<file path="src/verilog/pscr_pkg.sv">
// Package for the processor status and control register bank.
// Assumes one 200 MHz clock and a plain strobe register port.
package pscr_pkg;

   // Status word layout, bit 31 first
   typedef struct packed {
      logic [3:0] coproc_usable;
      logic rsv27;
      logic fp_reg_count_sel;
      logic [1:0] rsv25;
      logic debug_vector_sel;
      logic boot_vector_sel;
      logic [2:0] rsv21;
      logic cache_hit_flag;
      logic ei_any_mode;
      logic irq_enable_gate;
      logic irq_mask_timer;
      logic [1:0] rsv14;
      logic bus_err_mask;
      logic [1:0] irq_mask_ext;
      logic [4:0] rsv9;
      logic [1:0] mode_sel;
      logic error_level;
      logic exception_level;
      logic irq_global_enable;
   } pscr_status_type;

   localparam logic [7:0] PSCR_STATUS_OFFSET = 8'h0C;
   localparam logic [7:0] PSCR_EVT_STATUS_OFFSET = 8'h10;
   localparam logic [7:0] PSCR_EVT_MASK_OFFSET = 8'h14;

   localparam logic [31:0] PSCR_STATUS_WMASK = 32'hF4C7_9C1F;
   localparam logic [31:0] PSCR_STATUS_RESET = 32'h0040_0004;
   localparam logic [1:0] PSCR_MODE_KERNEL = 2'h0;

   // Event bits of the sticky status register
   localparam int PSCR_EVT_COP_FAULT = 0;
   localparam int PSCR_EVT_IRQ_TAKEN = 1;
   localparam int PSCR_EVT_CACHE_DONE = 2;
   localparam int PSCR_EVT_W = 3;
   localparam logic [PSCR_EVT_W-1:0] PSCR_EVT_RESET = 3'h0;

   // Interrupt source bits: 2 timer, 1..0 external inputs
   localparam int PSCR_IRQ_TIMER = 2;
   localparam int PSCR_IRQ_W = 3;

endpackage

</file>
<file path="src/verilog/pscr_status_ctrl.sv">
// Processor status and control register with coprocessor and interrupt gating.
// Assumes privileged software drives the strobe port and the core pipeline
// drives the coprocessor, cache and pending inputs on the same clock.
//
// How it works
// - Four usability bits, one per coprocessor
// - Coprocessor zero always usable in kernel mode
// - Unusable coprocessor access raises an exception
// - Bit 26 picks 16 or 32 FP registers
// - Bit 23 places debug and counter vectors
// - Bit 22 places refill/general vectors, resets one
// - Bit 18 records last hit-invalidate result
// - Mask bits: timer at 15, externals 11:10
// - Interrupt needs mask, enable and pending
// - No software interrupts, three masked sources only
// - Software reads and writes every implemented bit
// - Reserved bits read back as zero
// - Global enable needs both enables, no levels
`timescale 1ns/1ps

module pscr_status_ctrl #(
   parameter int ADDR_W = 8
) (
   input wire logic ref_clk,
   input wire logic sys_rst,
   input wire logic [ADDR_W-1:0] reg_addr,
   input wire logic [31:0] reg_wdata,
   input wire logic reg_write,
   input wire logic reg_read,
   output logic [31:0] reg_rdata,
   input wire logic cop_access,
   input wire logic [1:0] cop_num,
   input wire logic cache_op_done,
   input wire logic cache_op_hit,
   input wire logic [pscr_pkg::PSCR_IRQ_W-1:0] irq_pending,
   output logic cop_unusable_exc,
   output logic [pscr_pkg::PSCR_IRQ_W-1:0] irq_take,
   output logic fp_reg_count_sel,
   output logic debug_vector_sel,
   output logic boot_vector_sel,
   output logic irq_out
);
   import pscr_pkg::*;

   if (ADDR_W < 5) begin : g_addr_check
      $error("ADDR_W too narrow for the register map");
   end

   pscr_status_type status_reg;
   pscr_status_type status_next;
   logic [PSCR_EVT_W-1:0] evt_reg;
   logic [PSCR_EVT_W-1:0] evt_next;
   logic [PSCR_EVT_W-1:0] evt_mask_reg;
   logic [PSCR_EVT_W-1:0] evt_mask_next;
   logic [31:0] rdata_reg;
   logic [31:0] rdata_next;
   logic cop_exc_reg;
   logic cop_exc_next;
   logic [PSCR_IRQ_W-1:0] take_reg;
   logic [PSCR_IRQ_W-1:0] take_next;
   logic irq_reg;
   logic irq_next;

   logic [7:0] addr8;
   logic hit_status;
   logic hit_evt;
   logic hit_mask;
   logic kernel_mode;
   logic global_ok;
   logic [PSCR_IRQ_W-1:0] mask_vec;
   logic [PSCR_EVT_W-1:0] evt_set;

   assign addr8 = 8'(reg_addr);
   assign hit_status = (addr8 == PSCR_STATUS_OFFSET);
   assign hit_evt = (addr8 == PSCR_EVT_STATUS_OFFSET);
   assign hit_mask = (addr8 == PSCR_EVT_MASK_OFFSET);

   // Kernel when the mode field says so or either level bit is up
   assign kernel_mode = (status_reg.mode_sel == PSCR_MODE_KERNEL)
      || status_reg.exception_level || status_reg.error_level;

   assign global_ok = status_reg.irq_global_enable && status_reg.irq_enable_gate
      && !status_reg.exception_level && !status_reg.error_level;

   // Only three sources exist, so no software interrupt can be masked in
   assign mask_vec = {status_reg.irq_mask_timer, status_reg.irq_mask_ext};

   // Status word: software write, then hardware update of the hit flag
   always_comb begin
      status_next = status_reg;
      if (reg_write && hit_status) begin
         status_next = pscr_status_type'(reg_wdata & PSCR_STATUS_WMASK);
      end
      if (cache_op_done) begin
         status_next.cache_hit_flag = cache_op_hit;
      end
   end

   // Undefined fields also get a plain reset so outputs are never unknown
   always_ff @(posedge ref_clk or posedge sys_rst) begin
      if (sys_rst) begin
         status_reg <= pscr_status_type'(PSCR_STATUS_RESET);
      end else begin
         status_reg <= status_next;
      end
   end

   // Coprocessor check and interrupt recognition
   always_comb begin
      cop_exc_next = 1'b0;
      if (cop_access) begin
         cop_exc_next = !status_reg.coproc_usable[cop_num];
         if (cop_num == 2'h0 && kernel_mode) begin
            cop_exc_next = 1'b0;
         end
      end
      take_next = global_ok ? (mask_vec & irq_pending) : '0;
   end

   always_ff @(posedge ref_clk or posedge sys_rst) begin
      if (sys_rst) begin
         cop_exc_reg <= 1'b0;
         take_reg <= '0;
      end else begin
         cop_exc_reg <= cop_exc_next;
         take_reg <= take_next;
      end
   end

   // Sticky events; a set in the clearing cycle wins over the clear
   always_comb begin
      evt_set = '0;
      evt_set[PSCR_EVT_COP_FAULT] = cop_exc_next;
      evt_set[PSCR_EVT_IRQ_TAKEN] = |take_next;
      evt_set[PSCR_EVT_CACHE_DONE] = cache_op_done;
      evt_next = evt_reg;
      evt_mask_next = evt_mask_reg;
      if (reg_write && hit_evt) begin
         evt_next = evt_reg & ~reg_wdata[PSCR_EVT_W-1:0];
      end
      if (reg_write && hit_mask) begin
         evt_mask_next = reg_wdata[PSCR_EVT_W-1:0];
      end
      evt_next = evt_next | evt_set;
      irq_next = |(evt_next & evt_mask_next);
   end

   always_ff @(posedge ref_clk or posedge sys_rst) begin
      if (sys_rst) begin
         evt_reg <= PSCR_EVT_RESET;
         evt_mask_reg <= PSCR_EVT_RESET;
         irq_reg <= 1'b0;
      end else begin
         evt_reg <= evt_next;
         evt_mask_reg <= evt_mask_next;
         irq_reg <= irq_next;
      end
   end

   // Read port: data stand one cycle after the strobe, zero otherwise
   always_comb begin
      rdata_next = 32'h0000_0000;
      if (reg_read) begin
         if (hit_status) begin
            rdata_next = 32'(status_reg) & PSCR_STATUS_WMASK;
         end else if (hit_evt) begin
            rdata_next = 32'(evt_reg);
         end else if (hit_mask) begin
            rdata_next = 32'(evt_mask_reg);
         end
      end
   end

   always_ff @(posedge ref_clk or posedge sys_rst) begin
      if (sys_rst) begin
         rdata_reg <= 32'h0000_0000;
      end else begin
         rdata_reg <= rdata_next;
      end
   end

   assign reg_rdata = rdata_reg;
   assign cop_unusable_exc = cop_exc_reg;
   assign irq_take = take_reg;
   assign irq_out = irq_reg;
   assign fp_reg_count_sel = status_reg.fp_reg_count_sel;
   assign debug_vector_sel = status_reg.debug_vector_sel;
   assign boot_vector_sel = status_reg.boot_vector_sel;

   a_cop_usable: assert property (
      @(posedge ref_clk) disable iff (sys_rst)
      cop_access && status_reg.coproc_usable[cop_num] |=> !cop_unusable_exc)
      else $error("usable coprocessor faulted");

   a_kernel_cop_zero: assert property (
      @(posedge ref_clk) disable iff (sys_rst)
      cop_access && cop_num == 2'h0 && kernel_mode |=> !cop_unusable_exc)
      else $error("coprocessor zero faulted in kernel mode");

   a_cop_fault: assert property (
      @(posedge ref_clk) disable iff (sys_rst)
      cop_access && !status_reg.coproc_usable[cop_num]
      && !(cop_num == 2'h0 && kernel_mode) |=> cop_unusable_exc ##1 !cop_unusable_exc
      or cop_unusable_exc ##1 $past(cop_access))
      else $error("unusable coprocessor access not faulted");

   a_fp_count_write: assert property (
      @(posedge ref_clk) disable iff (sys_rst)
      reg_write && hit_status |=> fp_reg_count_sel == $past(reg_wdata[26]))
      else $error("register count select not written");

   a_debug_vec_write: assert property (
      @(posedge ref_clk) disable iff (sys_rst)
      reg_write && hit_status |=> debug_vector_sel == $past(reg_wdata[23]))
      else $error("debug vector select not written");

   a_boot_vec_write: assert property (
      @(posedge ref_clk) disable iff (sys_rst)
      reg_write && hit_status && !cache_op_done |=> boot_vector_sel == $past(reg_wdata[22]))
      else $error("boot vector select not written");

   a_cache_hit_flag: assert property (
      @(posedge ref_clk) disable iff (sys_rst)
      cache_op_done ##1 (!cache_op_done && !(reg_write && hit_status))
      |-> status_reg.cache_hit_flag == $past(cache_op_hit))
      else $error("hit flag lost or wrong");

   a_timer_mask: assert property (
      @(posedge ref_clk) disable iff (sys_rst)
      irq_take[PSCR_IRQ_TIMER] |-> $past(status_reg.irq_mask_timer)
      && $past(irq_pending[PSCR_IRQ_TIMER]))
      else $error("timer taken while masked");

   a_irq_recognise: assert property (
      @(posedge ref_clk) disable iff (sys_rst)
      global_ok && (mask_vec & irq_pending) != '0 |=> irq_take != '0 && evt_reg[PSCR_EVT_IRQ_TAKEN])
      else $error("enabled pending interrupt not taken");

   a_read_back: assert property (
      @(posedge ref_clk) disable iff (sys_rst)
      reg_write && hit_status && !cache_op_done ##1 reg_read && hit_status
      |=> reg_rdata == ($past(reg_wdata, 2) & PSCR_STATUS_WMASK))
      else $error("status read back differs");

   a_global_gate: assert property (
      @(posedge ref_clk) disable iff (sys_rst)
      irq_take != '0 |-> $past(status_reg.irq_global_enable && status_reg.irq_enable_gate
      && !status_reg.exception_level && !status_reg.error_level))
      else $error("interrupt taken while globally disabled");

   a_irq_level: assert property (
      @(posedge ref_clk) disable iff (sys_rst)
      (evt_reg & evt_mask_reg) != '0 && !(reg_write && (hit_evt || hit_mask)) |=> irq_out)
      else $error("interrupt output dropped while event pending");

   a_fault_event: assert property (
      @(posedge ref_clk) disable iff (sys_rst)
      cop_unusable_exc |-> evt_reg[PSCR_EVT_COP_FAULT])
      else $error("coprocessor fault left no event");

   a_exc_no_access: assert property (
      @(posedge ref_clk) disable iff (sys_rst)
      !cop_access |=> !cop_unusable_exc)
      else $error("coprocessor fault without an access");

   a_cache_event: assert property (
      @(posedge ref_clk) disable iff (sys_rst)
      cache_op_done |=> evt_reg[PSCR_EVT_CACHE_DONE])
      else $error("cache operation left no event");

   a_ext_mask: assert property (
      @(posedge ref_clk) disable iff (sys_rst)
      irq_take[1:0] != 2'h0
      |-> irq_take[1:0] == ($past(status_reg.irq_mask_ext) & $past(irq_pending[1:0])))
      else $error("external interrupt taken while masked");

   a_gate_closed: assert property (
      @(posedge ref_clk) disable iff (sys_rst)
      !global_ok |=> irq_take == '0)
      else $error("interrupt taken with the global gate closed");

   a_rsv_read_zero: assert property (
      @(posedge ref_clk) disable iff (sys_rst)
      reg_read && hit_status |=> (reg_rdata & ~PSCR_STATUS_WMASK) == 32'h0000_0000)
      else $error("reserved status bits read nonzero");

   a_rdata_idle: assert property (
      @(posedge ref_clk) disable iff (sys_rst)
      !reg_read |=> reg_rdata == 32'h0000_0000)
      else $error("read data outside the answer cycle");

   a_select_hold: assert property (
      @(posedge ref_clk) disable iff (sys_rst)
      !(reg_write && hit_status)
      |=> $stable(fp_reg_count_sel) && $stable(debug_vector_sel) && $stable(boot_vector_sel))
      else $error("select output changed without a write");

   a_irq_out_low: assert property (
      @(posedge ref_clk) disable iff (sys_rst)
      (evt_next & evt_mask_next) == '0 |=> !irq_out)
      else $error("interrupt output high with no unmasked event");

   a_evt_mask_write: assert property (
      @(posedge ref_clk) disable iff (sys_rst)
      reg_write && hit_mask |=> evt_mask_reg == $past(reg_wdata[PSCR_EVT_W-1:0]))
      else $error("event mask not written");

endmodule

</file>
<file path="config.mk">
export PLATFORM = sky130hd
export DESIGN_NAME = pscr_status_ctrl
export DESIGN_NICKNAME = d
export VERILOG_FILES = /design/src/verilog/pscr_pkg.sv /design/src/verilog/pscr_status_ctrl.sv
export SDC_FILE = /design/constraint.sdc
export NUM_CORES = 1
export LEC_CHECK = 0
export BUFFER_PORTS_ARGS = -buffer_cell sky130_fd_sc_hd__clkbuf_2
export CORE_AREA = 5 5 90 71
export CTS_CLUSTER_SIZE = 20
export DETAILED_ROUTE_END_ITERATION = 10
export DIE_AREA = 0 0 95 76
export PLACE_DENSITY_LB_ADDON = 0.2
export SETUP_SLACK_MARGIN = 0.4
export SLEW_MARGIN = 20
export SYNTH_ARGS = -nofsm -noshare
export SYNTH_HDL_FRONTEND = slang
export SYNTH_SLANG_ARGS = --single-unit
</file>
<file path="constraint.sdc">
create_clock -name ref_clk -period 1.5 [get_ports ref_clk]
set_input_delay 0.225 -clock ref_clk [delete_from_list [all_inputs] [get_ports ref_clk]]
set_output_delay 0.225 -clock ref_clk [all_outputs]
set_load 0.005 [all_outputs]
</file>
==> flow_summary.yaml <==
synthesis:
  synth_edf_count: 0
  synth_area_leaders: "dfrtp_1 (56%), mux2_4 (6.5%), and3_1 (5.4%), mux2_2 (4.9%), buf_4 (4.7%)"
  yosysTopAreaCellShare_pct: 56.4
  ys.flop_type: "dfrtp_1"
  async_flop_share_pct: 100
  synth_top_cell_by_area: "dfrtp_1"
  seq_area_frac_synth_pct: 58.9
  syn_area_sq_um: 2090
  synth_warnings: 0
  synth.avg_cell_area_sq_um: 13.3
  ys_ff_latch: 49
  syn_inst: 157
  synth_cell_types: 35
power:
  p_per_area_nw_per_um2: 851
  leakage_nw: 1.52
  peakVddDrop_mv: 0.377
sta:
  whs_ps: 134
  fin_skew_ps: 8.54
  drv_slew: 0
  setup_violations: 0
  min_period_over_period_pct: 84.0
  fin_ws_ps: 239
  min_period_ps: 1260
  rsz0062_at_grt: "yes"
  fmaxAchievable_mhz: 793
  final.setup.tns_ps: 0
  hold_viol: 0
final_layout:
  drive_gt1_share_pct: 53.1
  antennaDiodeCount: 0
  largest_reg_flops: 19
  fillers: 553
  final_common_cell: "clkbuf_2"
  nets: 290
  final_cell_mix: "clkbuf_2 (61), dfrtp_1 (47), and3_1 (16)"
  syn_to_final_growth_pct: 34.6
floorplanning:
  dieArea_sq_um: 7220
  rows: 24
  pin_count: 92
  initial_core_util_pct: 37.7
  core_sq_um: 5530
  die-width_um: 95
  die_h_um: 76
worst_setup_path:
  cp-start-kind: "register"
  r2r_slack_ps: 240
  required_ps: 1720
  setup.worst_path.class: "register to register"
  r2r-start: "status_reg[31]"
  arrival_ps: 1480
  r2r-end: "irq_out"
  reg2reg_depth: 4
  crit_fanout: 3
  endpoint_kind: "register"
drt:
  drt_iter0_markers: 68
  drc: 0
  wl_um: 4310
  wl_per_cell_um: 13.6
  final_antenna_net_count: 0
  dr.pass1.iters: 5
  via_per_inst: 4.46
  vias: 1414
worst_hold_path:
  hold_path.class: "primary input to register"
  min-delay-start: "cache_op_hit"
  min_to: "status_reg[18]"
  hold_depth: 3
clocking:
  clockBufferDepth: 2
  insertion_delay_ps: 300
  clk_pin_slew_worst_paths_ps: 90
  clockRootBuffer: "clkbuf_8"
  cts_sinks: 49
  htreeDepth: 2
  numCtsBuffers: 5
  cts_tree: "yes"
placement:
  pre_cts_slack_ps: -26.5
  gp_congestion: 0.804
  hpwlAfterDp_um: 3300
  port_buffers: 65
run_status:
  status: "complete, no violations"
grt:
  grt_pass1_wl_um: 6820
  grt_max_degree: 34
  grt_pass1_vias: 1431
  grt_use_total_pct: 12.1
  grt-ovfl-total: 0
  antenna_found_initial: 0
job:
  cap_violations: 0
-- cells in the mapped netlist (all sizes together) (2+ instances only) --
library cell,instances
clkbuf,2
nor4b,2
buf,16
a41oi,3
mux2,18
nand2,5
inv,9
and3,18
mux2i,3
nor2,8
dfstp,2
a222oi,3
dfrtp,47
nand4,2
a31oi,2
nor2b,5
and2,2
-- kinds of logic after synthesis --
group	Yosys count	share of synthesized area (%)
other cells	1	0.180
simple gates	45	14.2
flops	49	58.9
buf+inv	27	7.68
mux	22	13.9
compound gates	13	5.22
-- layout make-up --
class	count	area (sq um)	area share [%]
Sequential cell	49	1230	43.8
Multi-Input combinational cell	93	845	30.1
Tap cell	78	97.6	3.48
Clock buffer	5	68.8	2.45
Inverter	9	37.5	1.34
Timing Repair Buffer	80	509	18.1
Clock inverter	3	21.3	0.758
-- stage by stage --
step	area [sq um]	util, %	total power [mW]	std cells
after detailed placement	2540	45.9	1.61	303
after global routing	2810	50.8	2.51	317
after global placement	2540	45.9	1.61	303
final	2810	50.8	2.39	317
after CTS	2700	48.9	2.41	315
after floorplan	2160	-	1.53	169
-- repair_timing --
item                                   in CTS  in global routing
setup endpoints to repair                  43                 39
gates cloned                                0                  1
gates resized for setup                     9                 21
pin swaps                                   3                  4
hold buffers                                1                  0
buffers inserted                            3                  1
endpoints found under the hold margin      16                  0
-- worst max-delay path by stage --
stage | from | end | slack [ps] | cells past startpoint
floorplan | reg_addr[5] | mask_vec[0] | 40 | 4
global placement | reg_addr[5] | irq_out | 0.08 | 6
detailed placement | reg_addr[5] | irq_out | -30 | 6
CTS | status_reg[31] | irq_out | 220 | 4
global route | status_reg[31] | irq_out | 190 | 4
finish | status_reg[31] | irq_out | 240 | 4
-- worst max-delay path: stages (launching register included) --
cell and delay [ps]:
dfrtp_1 390, mux4_2 480, inv_2 90, a31oi_4 80, o221ai_2 140
-- where the power goes --
part | leakage, nW | internal, mW | switching (mW)
logic | 0.827 | 0.119 | 0.113
registers | 0.646 | 1.36 | 0.0248
clock network | 0.0445 | 0.331 | 0.443
total | 1.52 | 1.81 | 0.581
-- metal layers --
layer  GRT usage [%]  wire (um)
met3            3.55        315
met2            18.6       1970
met1            17.0       2000
met5               0          0
met4            2.59         19
Note: power is estimated with default switching activity, not from simulation.
